### config.mk
export PLATFORM = sky130hd
export DESIGN_NAME = spi_eeprom_front
export DESIGN_NICKNAME = d
export VERILOG_FILES = /design/src/spi_front_pkg.sv /design/src/pin_sync.sv /design/src/spi_eeprom_front.sv
export VERILOG_INCLUDE_DIRS = /design/src
export SDC_FILE = /design/constraint.sdc
export NUM_CORES = 1
export LEC_CHECK = 0
export ABC_AREA = 1
export BUFFER_PORTS_ARGS = -buffer_cell sky130_fd_sc_hd__clkbuf_2
export CORE_MARGIN = 8
export CORE_UTILIZATION = 50
export CTS_CLUSTER_SIZE = 10
export DETAILED_ROUTE_END_ITERATION = 8
export GPL_ROUTABILITY_DRIVEN = 0
export GPL_TIMING_DRIVEN = 0
export HOLD_SLACK_MARGIN = 0.03
export PLACE_DENSITY_LB_ADDON = 0.15
export SETUP_SLACK_MARGIN = 0.15
export SYNTH_ARGS = -nofsm -noshare
export SYNTH_HDL_FRONTEND = slang
export SYNTH_HIERARCHICAL = 1
export SYNTH_SLANG_ARGS = --single-unit
### constraint.sdc
create_clock -name clk_i -period 1.4 [get_ports clk_i]
set_input_delay 0.21 -clock clk_i [delete_from_list [all_inputs] [get_ports clk_i]]
set_output_delay 0.21 -clock clk_i [all_outputs]
set_load 0.1 [all_outputs]
### src/spi_front_regs.svh
// Constants for the serial front end: byte layout, array sizes, sync depth.
// Assumes inclusion by the package and the design modules only.
`ifndef SPI_FRONT_REGS_SVH
`define SPI_FRONT_REGS_SVH
`define BYTE_BITS       4'd8
`define BIT_CNT_W       3
`define BIT_CNT_LAST    3'd7
`define ARRAY_BYTES     524288
`define ARRAY_ADDR_W    19
`define ID_PAGE_BYTES   512
`define ID_ADDR_W       9
`define PROT_LEVEL_W    2
`define PROT_NONE       2'h0
`define SYNC_STAGES     2
`endif

### src/spi_front_pkg.sv
// Types for the serial front end; its pin synchroniser uses none of them.
// Assumes the constants header is on the include path.
`include "spi_front_regs.svh"
package spi_front_pkg;
    typedef struct packed {
        logic sck;
        logic sdi;
        logic cs_n;
        logic pause_n;
        logic freeze_n;
    } pins_t;

    typedef enum logic [1:0] {
        ST_WAIT_EDGE = 2'b00,
        ST_IDLE      = 2'b01,
        ST_ACTIVE    = 2'b10,
        ST_PAUSED    = 2'b11
    } link_state_t;

    typedef struct packed {
        logic [7:0] data;
        logic       valid;
    } byte_evt_t;
endpackage

### src/pin_sync.sv
// Two-flop synchroniser for a group of asynchronous pins.
// Assumes pins are quiet levels relative to clk_i; first stage read only here.
`timescale 1ns/1ps
module pin_sync #(
    parameter int W = 5
) (
    input  wire logic         clk_i,   // System clock
    input  wire logic         rst_i,   // Async reset, active high
    input  wire logic [W-1:0] d_i,     // Raw pins
    output logic      [W-1:0] q_o      // Synchronised pins
);
    typedef struct packed {
        logic [W-1:0] s1;
        logic [W-1:0] s2;
    } st_t;
    st_t st_r;
    st_t st_nxt;

    always_comb begin
        st_nxt    = st_r;
        st_nxt.s1 = d_i;
        st_nxt.s2 = st_r.s1;
    end

    // Reset value is a constant; idle-high pins settle after two edges
    always_ff @(posedge clk_i or posedge rst_i) begin
        if (rst_i) begin
            st_r <= '0;
        end else begin
            st_r <= st_nxt;
        end
    end

    assign q_o = st_r.s2;
endmodule

### src/spi_eeprom_front.sv
// Serial slave front end: shifts bytes in and out of an SPI bus master.
// Assumes memory and command decode sit behind the byte ports; pins async.
//
// Operation
// - Output changes only on serial clock fall
// - Input bits captured on serial clock rise
// - Deselected means output released
// - Deselect gives standby unless write running
// - Power-up needs chip-select falling edge first
// - Pause keeps selection, releases output, ignores inputs
// - No pause while deselected
// - Freeze pin locks protect level bits
// - Bytes assembled most significant bit first
// - First bit on first rise after select
// - Read data from first fall after command
// - Modes 0 and 3 both supported
// - Main array is 524288 bytes
// - Separate lockable 512-byte identification page
// - Pause starts only with serial clock low
// - Deselect during pause resets protocol state
`timescale 1ns/1ps
`include "spi_front_regs.svh"
module spi_eeprom_front #(
    parameter int ARRAY_BYTES   = `ARRAY_BYTES,
    parameter int ID_PAGE_BYTES = `ID_PAGE_BYTES
) (
    input  wire logic       clk_i,            // 40 MHz system clock
    input  wire logic       rst_i,            // Power-on reset, async high
    input  wire logic       sck_i,            // Serial clock pin
    input  wire logic       sdi_i,            // Serial data in pin
    input  wire logic       cs_n_i,           // Chip select pin, low active
    input  wire logic       pause_n_i,        // Pause pin, low active
    input  wire logic       freeze_n_i,       // Protect freeze pin, low active
    input  wire logic       write_busy_i,     // Internal write cycle running
    input  wire logic       tx_load_i,        // Load next output byte
    input  wire logic [7:0] tx_byte_i,        // Output byte from core
    input  wire logic       prot_wr_i,        // Core requests protect update
    input  wire logic [1:0] prot_wdata_i,     // New protect level
    output logic            sdo_o,            // Serial data out
    output logic            sdo_oe_n_o,       // Output enable, low drives
    output logic [7:0]      rx_byte_o,        // Last assembled byte
    output logic            rx_valid_o,       // One-cycle byte strobe
    output logic            rx_first_o,       // Byte is the first of frame
    output logic            frame_end_o,      // One-cycle deselect strobe
    output logic            tx_req_o,         // Core should load a byte
    output logic            selected_o,       // Device selected
    output logic            standby_o,        // Standby power state
    output logic            paused_o,         // Pause condition held
    output logic            protect_level_hi, // Protect level high bit
    output logic            protect_level_lo  // Protect level low bit
);
    localparam int AW  = $clog2(ARRAY_BYTES);
    localparam int IDW = $clog2(ID_PAGE_BYTES);

    typedef struct packed {
        spi_front_pkg::pins_t       prev;
        spi_front_pkg::link_state_t st;
        logic [`BIT_CNT_W-1:0]      bit_cnt;
        logic [7:0]                 rx_sh;
        logic [7:0]                 tx_sh;
        logic                       first;
        logic                       tx_armed;
        logic                       sdo;
        logic                       sdo_oe_n;
        logic [7:0]                 rx_byte;
        logic                       rx_valid;
        logic                       rx_first;
        logic                       frame_end;
        logic                       tx_req;
        logic                       standby;
        logic                       paused;
        logic [`PROT_LEVEL_W-1:0]   prot;
    } state_t;

    state_t               st_r;
    state_t               st_nxt;
    spi_front_pkg::pins_t pin;
    logic [4:0]           pin_raw;
    logic                 sck_rise;
    logic                 sck_fall;
    logic                 cs_fall;
    logic                 pause_fall;

    assign pin_raw = {sck_i, sdi_i, cs_n_i, pause_n_i, freeze_n_i};

    // Sync flops reset low: a select held low since power-up shows no edge
    pin_sync #(.W(5)) u_sync (
        .clk_i (clk_i),
        .rst_i (rst_i),
        .d_i   (pin_raw),
        .q_o   (pin)
    );

    function automatic logic rise(input logic prev, input logic now);
        return !prev && now;
    endfunction

    function automatic logic fall(input logic prev, input logic now);
        return prev && !now;
    endfunction

    // MSB first: each new bit enters at the bottom
    function automatic logic [7:0] shift_in(input logic [7:0] sh, input logic b);
        return {sh[6:0], b};
    endfunction

    // Frame teardown on deselect; protect level and standby left alone
    function automatic state_t drop_frame(input state_t s);
        state_t r;
        r           = s;
        r.st        = spi_front_pkg::ST_IDLE;
        r.frame_end = 1'b1;
        r.sdo_oe_n  = 1'b1;
        r.bit_cnt   = '0;
        r.first     = 1'b1;
        r.tx_armed  = 1'b0;
        return r;
    endfunction

    // Edges compare the synced pin with its copy from one clock earlier
    assign sck_rise   = rise(st_r.prev.sck, pin.sck);
    assign sck_fall   = fall(st_r.prev.sck, pin.sck);
    assign cs_fall    = fall(st_r.prev.cs_n, pin.cs_n);
    assign pause_fall = fall(st_r.prev.pause_n, pin.pause_n);

    always_comb begin
        st_nxt           = st_r;
        st_nxt.prev      = pin;
        st_nxt.rx_valid  = 1'b0;
        st_nxt.frame_end = 1'b0;
        st_nxt.tx_req    = 1'b0;
        // Writes while frozen are dropped, not deferred until release
        if (prot_wr_i && pin.freeze_n) begin
            st_nxt.prot = prot_wdata_i;
        end
        if (tx_load_i) begin
            st_nxt.tx_sh    = tx_byte_i;
            st_nxt.tx_armed = 1'b1;
        end
        unique case (st_r.st)
            spi_front_pkg::ST_WAIT_EDGE: begin
                st_nxt.sdo_oe_n = 1'b1;
                // A select held low since power-up gives no edge here
                if (cs_fall) begin
                    st_nxt.st = spi_front_pkg::ST_ACTIVE;
                end
            end
            spi_front_pkg::ST_IDLE: begin
                st_nxt.sdo_oe_n = 1'b1;
                st_nxt.standby  = !write_busy_i;
                if (cs_fall) begin
                    st_nxt.st       = spi_front_pkg::ST_ACTIVE;
                    st_nxt.standby  = 1'b0;
                end
            end
            spi_front_pkg::ST_ACTIVE: begin
                st_nxt.standby = 1'b0;
                if (pin.cs_n) begin
                    st_nxt = drop_frame(st_nxt);
                end else if (pause_fall && !pin.sck) begin
                    // A pause asked for with the clock high is not remembered
                    st_nxt.st       = spi_front_pkg::ST_PAUSED;
                    st_nxt.sdo_oe_n = 1'b1;
                end else if (sck_rise) begin
                    // Mode 0 and 3 both sample on the rising edge
                    st_nxt.rx_sh   = shift_in(st_r.rx_sh, pin.sdi);
                    st_nxt.bit_cnt = st_r.bit_cnt + 3'd1;
                    if (st_r.bit_cnt == `BIT_CNT_LAST) begin
                        st_nxt.rx_byte  = shift_in(st_r.rx_sh, pin.sdi);
                        st_nxt.rx_valid = 1'b1;
                        st_nxt.rx_first = st_r.first;
                        st_nxt.first    = 1'b0;
                        st_nxt.tx_req   = 1'b1;
                    end
                end else if (sck_fall && st_r.tx_armed) begin
                    // Mode 3 idles high: its first fall precedes any data
                    st_nxt.sdo      = st_r.tx_sh[7];
                    st_nxt.tx_sh    = {st_r.tx_sh[6:0], 1'b0};
                    st_nxt.sdo_oe_n = 1'b0;
                end
            end
            spi_front_pkg::ST_PAUSED: begin
                st_nxt.sdo_oe_n = 1'b1;
                if (pin.cs_n) begin
                    st_nxt = drop_frame(st_nxt);
                end else if (pin.pause_n && !pin.sck) begin
                    // Count and shifters untouched: resume at the same bit
                    st_nxt.st       = spi_front_pkg::ST_ACTIVE;
                    st_nxt.sdo_oe_n = !st_r.tx_armed;
                end
            end
        endcase
        st_nxt.paused = (st_nxt.st == spi_front_pkg::ST_PAUSED);
    end

    // Pin copy resets low like the sync flops, so no false fall follows reset
    always_ff @(posedge clk_i or posedge rst_i) begin
        if (rst_i) begin
            st_r          <= '0;
            st_r.st       <= spi_front_pkg::ST_WAIT_EDGE;
            st_r.sdo_oe_n <= 1'b1;
            st_r.first    <= 1'b1;
            st_r.standby  <= 1'b1;
            st_r.prot     <= `PROT_NONE;
        end else begin
            st_r <= st_nxt;
        end
    end

    assign sdo_o            = st_r.sdo;
    assign sdo_oe_n_o       = st_r.sdo_oe_n;
    assign rx_byte_o        = st_r.rx_byte;
    assign rx_valid_o       = st_r.rx_valid;
    assign rx_first_o       = st_r.rx_first;
    assign frame_end_o      = st_r.frame_end;
    assign tx_req_o         = st_r.tx_req;
    assign selected_o       = st_r.st[1];
    assign standby_o        = st_r.standby;
    assign paused_o         = st_r.paused;
    assign protect_level_hi = st_r.prot[1];
    assign protect_level_lo = st_r.prot[0];
endmodule

==> results of run 1 <==
[sequential cells by signal, summed over array words and instances (netlist names)]
signal            count
sdo_oe_n_o            1
rx_byte_o             8
u_sync/st_nxt         5
selected_o            1
sdo_o                 1
rx_valid_o            1
paused_o              1
st_r                 24
rx_first_o            1
protect_level_lo      1
frame_end_o           1
protect_level_hi      1
u_sync/q_o            5
standby_o             1
[cells in the final DEF, fill, tap and decap left out, types with 2 or more instances in the layout]
cell type      synthesis  routed
nand2_1               96      83
dfrtp_1               49      44
buf_4                 11      25
clkbuf_2               0      18
nand3_1               18      17
inv_1                 24      16
nand2_2                1      12
inv_2                  2       9
buf_6                  0       9
clkbuf_16              0       9
nor2_4                 2       7
o21ai_1                0       7
clkbuf_4               0       7
clkbuf_8               0       6
dlygate4sd3_1          0       6
nor2_1                 9       5
nand4_1                4       4
o21ai_2                4       4
nand2_4                2       4
dfrtp_2                0       4
nor3_4                 0       3
ha_4                   0       3
dfstp_2                3       3
nand3_4                0       2
o21ai_0                9       2
inv_6                  0       2
mux2_2                 2       2
a21oi_1                3       2
ha_1                   6       2
buf_8                  0       2
buf_12                 0       2
[synth_stat cells]
master / count / area [um^2]
nand4_1: 4 / 25.0
nand2_2: 1 / 6.26
nand3_2: 1 / 10.0
nor4_1: 1 / 6.26
inv_2: 2 / 7.51
nand3_1: 18 / 90.1
nor2_1: 9 / 33.8
o21ai_0: 9 / 45.0
inv_4: 2 / 12.5
nor2_4: 2 / 22.5
buf_4: 11 / 82.6
nor3_1: 1 / 5.00
nor3_2: 3 / 30.0
nand2_1: 96 / 360
a32o_1: 1 / 10.0
nand2_4: 2 / 22.5
mux2_2: 2 / 22.5
nor2_2: 2 / 12.5
clkbuf_1: 1 / 3.75
dfrtp_1: 49 / 1230
ha_1: 6 / 75.1
a21oi_1: 3 / 15.0
inv_1: 24 / 90.1
mux2i_1: 1 / 10.0
o21ai_2: 4 / 35.0
dfstp_2: 3 / 78.8
buf_2: 1 / 5.00
[area by class of cell]
| cell class | count | area (um^2) | share of cell area |
|---|---|---|---|
| sequential | 52 | 1310 | 0.387 |
| buffer | 13 | 128 | 0.0376 |
| inverter | 28 | 120 | 0.0354 |
| clock inverter | 3 | 22.5 | 0.00663 |
| clock buffer | 5 | 68.8 | 0.0203 |
| tap | 54 | 67.6 | 0.0199 |
| timing repair buffer | 67 | 678 | 0.200 |
| multi-input combinational | 166 | 997 | 0.294 |
[cell families (layout without fill, tap and decap cells)]
| family | after synthesis | in the layout |
|---|---|---|
| simple gates | 140 | 140 |
| flops | 52 | 52 |
| mux | 3 | 3 |
| buf+inv | 41 | 116 |
| fa+ha+maj | 6 | 6 |
| compound gates | 17 | 17 |
[final timing paths]
check | endpoint | slack, ns | cells past startpoint
setup / recovery | rx_first_o | 0.02 | 8
max in group asynchronous | selected_o | 0.68 | 2
hold reg to reg | u_sync/q_o[0] | 0.35 | 0
hold / removal | rx_byte_o[2] | 0.09 | 2
setup reg to reg | rx_first_o | 0.02 | 8
min in group clk_i | protect_level_lo | 0.14 | 2
[timing repair]
action | in CTS | in global routing
endpoints found under the setup margin | 51 | 48
hold buffers | 6 | 0
gates cloned | 2 | 1
gates resized for setup | 70 | 26
pin swaps | 16 | 5
endpoints found under the hold margin | 15 | 0
buffers inserted | 11 | 10
[per-layer routing]
layer / global-route usage / up-vias / wire (um)
met5: 0 / - / 0
met4: 0.0777 / 0 / 87
met3: 0.0361 / 7 / 178
met2: 0.257 / 40 / 2620
met1: 0.173 / 918 / 2190
li1: - / 955 / -
[per-stage QoR]
step	cells	setup WS [ns]	hold slack, ns	total power (W)	utilization
6_report	388	0.0175	0.0851	0.00536	0.734
3_5_place_dp	350	-0.105	0.203	0.00385	0.576
5_1_grt	388	-0.0700	0.135	0.00567	0.734
3_3_place_gp	350	-0.617	0.181	0.00381	0.576
4_1_cts	377	0.0419	0.103	0.00529	0.702
2_1_floorplan	259	-0.0868	0.0502	0.00351	-
[power breakdown]
group	internal (W)	switching [W]
clock network	0.000359	0.000499
registers	0.00183	0.000230
logic	0.000947	0.00150
total	0.00314	0.00223
==> impl_metrics.env, run 1 <==
export IMPL_synth_area_mux_share=0.0139
export IMPL_crit_arrival_ns=1.58
export IMPL_synth_xor_xnor_area_share=0
export IMPL_min_path_type="primary input to asynchronous set/reset pin"
export IMPL_die_x_um=84.5
export IMPL_cts_root_buf="clkbuf_8"
export IMPL_portBuffers=37
export IMPL_min_period_over_period=0.988
export IMPL_clock_sinks=52
export IMPL_setup_viol=0
export IMPL_wl_per_cell_um=13.1
export IMPL_drc=0
export IMPL_clk_pin_slew_ns=0.10
export IMPL_layout_nets=359
export IMPL_htreeDepth=2
export IMPL_ys_types=27
export IMPL_grt_pass1_vias=2035
export IMPL_fp_dieH_um=84.5
export IMPL_numCtsBuffers=5
export IMPL_vias=1920
export IMPL_slew_headroom=0.413
export IMPL_synth_seq_cells=52
export IMPL_power_density_nw_per_um2=1580
export IMPL_wl_mm=5.08
export IMPL_cp_num_buf_inv=3
export IMPL_critPathLaunch="st_r[39]"
export IMPL_yosysSeqAreaShare=0.557
export IMPL_setup_worst_path_start_class="register"
export IMPL_worst_slew_pin_slew_ns=0.879
export IMPL_end_kind="register"
export IMPL_num_antenna_cells=0
export IMPL_synthSimpleGateAreaFrac=0.266
export IMPL_criticalPathCategory="register to register"
export IMPL_r2r_start="st_r[39]"
export IMPL_synth_cells=259
export IMPL_syn_to_final_growth_pct=44.9
export IMPL_tns_ns=0
export IMPL_synth_compound_area_share=0.0448
export IMPL_syn_area_per_cell_um2=9.05
export IMPL_viasPerCell=4.95
export IMPL_grt_pass1_wl_mm=8.78
export IMPL_synth_top_family_by_area="simple AND/OR/NAND/NOR gates"
export IMPL_syn_area_um2=2340
export IMPL_num_io_pins=39
export IMPL_core_area_um2=4630
export IMPL_cp_top_family="flip-flops"
export IMPL_clk_path_buf_depth=2
export IMPL_leakage_nw=1.74
export IMPL_final_cell_area_um2=3400
export IMPL_crit_path_cell_trace="inv_2 > ha_4 > inv_2 > nor3_4 > nand2_2 > buf_6 > nand2_2 > o21ai_2"
export IMPL_cpPeakStageDelay_ns=0.42
export IMPL_insertion_delay_ns=0.30
export IMPL_drv_slew=0
export IMPL_hold_viol_final=0
export IMPL_crit_slowest_cell="dfrtp_1"
export IMPL_ant_nets=0
export IMPL_cts_tree="done"
export IMPL_ys_warn_count=6
export IMPL_initial_core_util=0.506
export IMPL_grt_max_degree=43
export IMPL_synth_adder_area_share=0.0320
export IMPL_ir_drop_v=0.00165
export IMPL_placed_cell_area_um2=2670
export IMPL_antenna_found_initial=0
export IMPL_drt_iter0_markers=100
export IMPL_fillers=325
export IMPL_die_area_um2=7130
export IMPL_fmax_mhz=723
export IMPL_max_cap_violations=0
export IMPL_rows=25
export IMPL_rsz0062_at_grt="yes"
export IMPL_skew_ns=0.00663
export IMPL_status="finished clean"
export IMPL_period_minus_slack_ns=1.38
export IMPL_drt_first_pass_iters=4
export IMPL_syn_nets=285
export IMPL_drive_above_1_share=0.425
export IMPL_cp_max_fo=5
export IMPL_grt_ovfl_total=0
export IMPL_dp_hpwl_mm=3.21
export IMPL_crit_required_ns=1.60
export IMPL_grt_usage=0.151
Note: power is estimated with default switching activity, not from simulation.
==> run 2: changes to the inputs <==
--- a/config.mk
+++ b/config.mk
@@ -8,11 +8,11 @@
 export LEC_CHECK = 0
 export ABC_AREA = 1
 export BUFFER_PORTS_ARGS = -buffer_cell sky130_fd_sc_hd__clkbuf_2
+export CAP_MARGIN = 20
 export CORE_MARGIN = 8
 export CORE_UTILIZATION = 50
 export CTS_CLUSTER_SIZE = 10
 export DETAILED_ROUTE_END_ITERATION = 8
-export GPL_ROUTABILITY_DRIVEN = 0
 export GPL_TIMING_DRIVEN = 0
 export HOLD_SLACK_MARGIN = 0.03
 export PLACE_DENSITY_LB_ADDON = 0.15
==> constraint.sdc (replaced) <==
create_clock -name clk_i -period 1.2 [get_ports clk_i]
set_input_delay 0.18 -clock clk_i [delete_from_list [all_inputs] [get_ports clk_i]]
set_output_delay 0.18 -clock clk_i [all_outputs]
set_load 0.1 [all_outputs]
==> impl_metrics.env, run 2 (synthesized netlist as in run 1, its figures left out) <==
export IMPL_clockPowerShare=0.160
export IMPL_drc=0
export IMPL_crit_arrival_ns=1.66
export IMPL_cts_tree="done"
export IMPL_top_register="st_r"
export IMPL_criticalPathCategory="register to register"
export IMPL_placed_cell_area_um2=2670
export IMPL_grt_pass1_vias=1968
export IMPL_setup_viol=46
export IMPL_layout_cells_most_common="nand2_1"
export IMPL_leakage_nw=1.78
export IMPL_core_area_um2=4630
export IMPL_vias=1926
export IMPL_tns_ns=-5.41
export IMPL_final_cell_area_um2=3570
export IMPL_die_x_um=84.5
export IMPL_end_kind="register"
export IMPL_grt_max_degree=43
export IMPL_crit_required_ns=1.44
export IMPL_fmax_mhz=706
export IMPL_power_density_nw_per_um2=1840
export IMPL_worst_slew_pin_slew_ns=0.906
export IMPL_setup_ws_ns=-0.216
export IMPL_insertion_delay_ns=0.31
export IMPL_drive_above_1_share=0.451
export IMPL_timing_hold_ws_ns=0.0365
export IMPL_largest_reg_flops=24
export IMPL_syn_to_final_growth_pct=52.2
export IMPL_portBuffers=37
export IMPL_rows=25
export IMPL_clock_sinks=52
export IMPL_drt_iter0_markers=86
export IMPL_layout_cells_non_filler=389
export IMPL_cp_max_fo=5
export IMPL_seqPwrFrac=0.372
export IMPL_dp_hpwl_mm=3.13
export IMPL_dpl_cell_count=350
export IMPL_final_cell_mix="nand2_1, dfrtp_1, buf_4"
export IMPL_htreeDepth=2
export IMPL_drt_first_pass_iters=4
export IMPL_cts_root_buf="clkbuf_8"
export IMPL_wl_mm=5.38
export IMPL_p_sw_w=0.00271
export IMPL_die_area_um2=7130
export IMPL_min_period_over_period=1.18
export IMPL_layout_nets=360
export IMPL_initial_core_util=0.506
export IMPL_period_minus_slack_ns=1.42
export IMPL_wl_per_cell_um=13.8
export IMPL_skew_ns=0.0109
export IMPL_clk_pin_slew_ns=0.11
export IMPL_grt_ovfl_total=0
export IMPL_gp_congestion=0.876
export IMPL_grt_pass1_wl_mm=9.03
export IMPL_antenna_found_initial=0
export IMPL_max_cap_violations=0
export IMPL_p_comb_frac=0.468
export IMPL_dp_slack_ns=-0.340
export IMPL_ant_nets=0
export IMPL_setup_worst_path_start_class="register"
export IMPL_slew_headroom=0.394
export IMPL_grt_usage=0.157
export IMPL_fp_dieH_um=84.5
export IMPL_status="complete, but fails checks"
export IMPL_internal_power_w=0.00385
export IMPL_min_path_type="primary input to asynchronous set/reset pin"
export IMPL_num_antenna_cells=0
export IMPL_num_io_pins=39
export IMPL_rsz0062_at_grt="yes"
export IMPL_violations="negative setup slack"
export IMPL_swShare=0.413
export IMPL_ir_drop_v=0.00169
export IMPL_viasPerCell=4.95
export IMPL_numCtsBuffers=5
export IMPL_clk_path_buf_depth=2
export IMPL_drv_slew=0
export IMPL_hold_viol_final=0
-- run 2: cell types whose count changed in the layout (fill, tap and decap cells not counted), moves of 3 or more --
cell       delta
clkbuf_4      -7
inv_2         -3
dfrtp_1       -4
buf_6         +4
clkbuf_16     +9
nor2_2        +4
buf_4         -3
dfrtp_2       +3
-- run 2: layout make-up --
class	instances	area (um^2)
buffer	13	144
clock buffer	5	68.8
clock inverter	3	25.0
fill	304	1060
inverter	28	126
multi-input combinational	166	992
sequential	52	1320
tap	54	67.6
timing repair buffer	68	822
-- run 2: layer usage --
layer	vias up	routed length [um]	global-route usage
met4	0	71	0.0566
met5	-	0	0
met2	38	2770	0.266
met3	6	204	0.0439
li1	958	-	-
met1	924	2330	0.184
-- run 2: path summary, 6_finish.rpt --
| path | startpoint | endpoint | slack (ns) | depth (start not counted) |
|---|---|---|---|---|
| worst min register to register | u_sync/st_nxt[3] | u_sync/q_o[3] | 0.36 | 0 |
| max in group asynchronous | rst_i | u_sync/q_o[2] | 0.54 | 3 |
| min in group clk_i | prot_wdata_i[1] | protect_level_hi | 0.10 | 2 |
| worst min-delay path | rst_i | st_r[28] | 0.04 | 2 |
| worst max register to register | selected_o | st_r[38] | -0.22 | 8 |
| worst max-delay path | selected_o | st_r[38] | -0.22 | 8 |
-- run 2: repair_timing --
item                       4_1_cts  5_1_grt
hold endpoints to repair        15        0
hold buffers                     6        0
pin swaps                       12       12
setup endpoints to repair       56       56
buffers inserted                15        8
gates cloned                     1        1
resized for setup               89       25
-- run 2: per-stage QoR --
step,power [W],util
detailed placement,0.00442,0.576
floorplan,0.00403,-
CTS,0.00626,0.741
global placement,0.00438,0.576
finish,0.00656,0.771
global route,0.00689,0.771
-- run 2: power groups by stage --
| stage | Combinational [W] | Sequential, W | Clock [W] |
|---|---|---|---|
| after floorplan | 0.00104 | 0.00299 | 0 |
| after detailed placement | 0.00199 | 0.00242 | 0 |
| after global placement | 0.00197 | 0.00241 | 0 |
| after global routing | 0.00328 | 0.00247 | 0.00114 |
| after CTS | 0.00279 | 0.00242 | 0.00106 |
| final | 0.00308 | 0.00244 | 0.00105 |
-- run 2: worst max-delay path, stage by stage (launching register included) --
cell and delay (ns):
dfrtp_4 0.55, ha_4 0.23, nor2_4 0.19, nor2_4 0.06
inv_2 0.07, nand2_4 0.07, inv_6 0.08, nand2_2 0.05
o21ai_2 0.05
==> run 3: changes to the inputs <==
--- a/config.mk
+++ b/config.mk
@@ -10,7 +10,7 @@
 export BUFFER_PORTS_ARGS = -buffer_cell sky130_fd_sc_hd__clkbuf_2
 export CAP_MARGIN = 20
 export CORE_MARGIN = 8
-export CORE_UTILIZATION = 50
+export CORE_UTILIZATION = 38
 export CTS_CLUSTER_SIZE = 10
 export DETAILED_ROUTE_END_ITERATION = 8
 export GPL_TIMING_DRIVEN = 0
==> impl_metrics.env, run 3 (synthesized netlist as in run 1, its figures left out) <==
export IMPL_htreeDepth=2
export IMPL_final_cell_mix="nand2_1, dfrtp_1, buf_6, buf_4, nand2_2"
export IMPL_initial_core_util=0.393
export IMPL_largest_reg_flops=24
export IMPL_syn_to_final_growth_pct=58.7
export IMPL_rsz0062_at_grt="yes"
export IMPL_grt_usage=0.125
export IMPL_drt_iter0_markers=67
export IMPL_setup_viol=40
export IMPL_min_path_type="primary input to asynchronous set/reset pin"
export IMPL_hold_viol_final=0
export IMPL_status="complete, but fails checks"
export IMPL_reg2reg_slack_ns=-0.26
export IMPL_end_kind="register"
export IMPL_grt_max_degree=43
export IMPL_drc=0
export IMPL_setup_ws_ns=-0.259
export IMPL_crit_required_ns=1.41
export IMPL_vias=1908
export IMPL_criticalPathCategory="register to register"
export IMPL_clk_pin_slew_ns=0.10
export IMPL_die_x_um=94.5
export IMPL_drt_first_pass_iters=4
export IMPL_drv_slew=0
export IMPL_min_period_over_period=1.22
export IMPL_dp_hpwl_mm=3.35
export IMPL_setup_worst_path_start_class="register"
export IMPL_dpl_cell_count=371
export IMPL_wl_mm=5.40
export IMPL_layout_nets=366
export IMPL_rows=28
export IMPL_skew_ns=0.00555
export IMPL_slew_headroom=0.397
export IMPL_violations="negative setup slack"
export IMPL_top_register="st_r"
export IMPL_ant_nets=0
export IMPL_ir_drop_v=0.00146
export IMPL_die_area_um2=8940
export IMPL_cts_root_buf="clkbuf_8"
export IMPL_portBuffers=37
export IMPL_num_io_pins=39
export IMPL_leakage_nw=1.83
export IMPL_timing_hold_ws_ns=0.0381
export IMPL_grt_pass1_vias=1826
export IMPL_crit_arrival_ns=1.67
export IMPL_layout_cells_non_filler=416
export IMPL_drive_above_1_share=0.481
export IMPL_core_area_um2=5960
export IMPL_clock_sinks=52
export IMPL_fp_dieH_um=94.5
export IMPL_max_cap_violations=0
export IMPL_power_density_nw_per_um2=1770
export IMPL_grt_ovfl_total=0
export IMPL_gp_congestion=0.834
export IMPL_period_minus_slack_ns=1.46
export IMPL_worst_slew_pin_slew_ns=0.902
export IMPL_antenna_found_initial=0
export IMPL_num_antenna_cells=0
export IMPL_wl_per_cell_um=13.0
export IMPL_clk_path_buf_depth=2
export IMPL_grt_pass1_wl_mm=8.78
export IMPL_insertion_delay_ns=0.31
export IMPL_cp_max_fo=5
export IMPL_layout_cells_most_common="nand2_1"
export IMPL_cts_tree="done"
export IMPL_viasPerCell=4.59
export IMPL_fmax_mhz=685
export IMPL_numCtsBuffers=5
==> run 3: cell types whose count changed in the layout (fill, tap and decap cells not counted), moves of 2 or more <==
cell	previous run	this run
nor2_2	5	1
nand3_2	2	0
buf_6	13	21
nand2_1	84	76
nor2_4	5	8
o21ai_1	5	8
o21ai_2	6	4
nand2_2	12	19
==> run 3: report_power, final <==
group          internal [W]  switching, W
clock              0.000419      0.000600
combinational       0.00130       0.00181
sequential          0.00214      0.000315
==> run 3: layout make-up <==
class / count / area, um^2
plain buffers: 13 / 143
well taps: 75 / 93.8
multi-input cells: 166 / 1050
fillers: 505 / 2240
repair buffers: 74 / 891
clock inverters: 3 / 22.5
clock buffers: 5 / 68.8
inverters: 28 / 126
flip-flops and latches: 52 / 1320
==> run 3: worst paths after layout <==
kind	startpoint	to	cells after the start
setup / recovery	selected_o	st_r[34]	8
hold reg to reg	u_sync/st_nxt[4]	u_sync/q_o[4]	0
setup reg to reg	selected_o	st_r[34]	8
min in group clk_i	prot_wdata_i[1]	protect_level_hi	2
hold / removal	rst_i	protect_level_hi	2
max in group asynchronous	rst_i	u_sync/q_o[2]	3
==> run 3: what timing repair did <==
item	in CTS	in global routing
gates resized for setup	101	40
hold endpoints to repair	15	0
setup endpoints to repair	56	56
setup buffers	15	13
hold buffers	6	0
pin swaps	10	16
gates cloned	3	0
==> run 3: layer usage <==
layer | wire length, um | part of all wire | GRT usage | vias to the layer above
li1 | - | - | - | 968
met1 | 2360 | 0.44 | 0.155 | 896
met2 | 2760 | 0.51 | 0.206 | 39
met3 | 229 | 0.042 | 0.0333 | 5
met4 | 58 | 0.011 | 0.0429 | 0
met5 | 0 | 0 | 0 | -
==> run 3: through the flow <==
| stage | setup TNS, ns | power, W | cell area (um^2) | utilization | worst slack (ns) |
|---|---|---|---|---|---|
| 2_1_floorplan | -7.62 | 0.00403 | 2410 | - | -0.279 |
| 3_3_place_gp | -8.17 | 0.00440 | 2690 | 0.452 | -0.345 |
| 3_5_place_dp | -8.46 | 0.00444 | 2690 | 0.452 | -0.363 |
| 4_1_cts | -5.54 | 0.00620 | 3490 | 0.585 | -0.204 |
| 5_1_grt | -8.50 | 0.00701 | 3720 | 0.624 | -0.308 |
| 6_report | -5.27 | 0.00659 | 3720 | 0.624 | -0.259 |
==> run 3: worst max-delay path, cell delays in order, from the launching register on <==
cell and delay [ns]:
dfrtp_4 0.54, ha_4 0.18, inv_2 0.06, nor3_4 0.05
buf_4 0.14, buf_6 0.12, buf_4 0.12, o21ai_1 0.10
inv_1 0.05
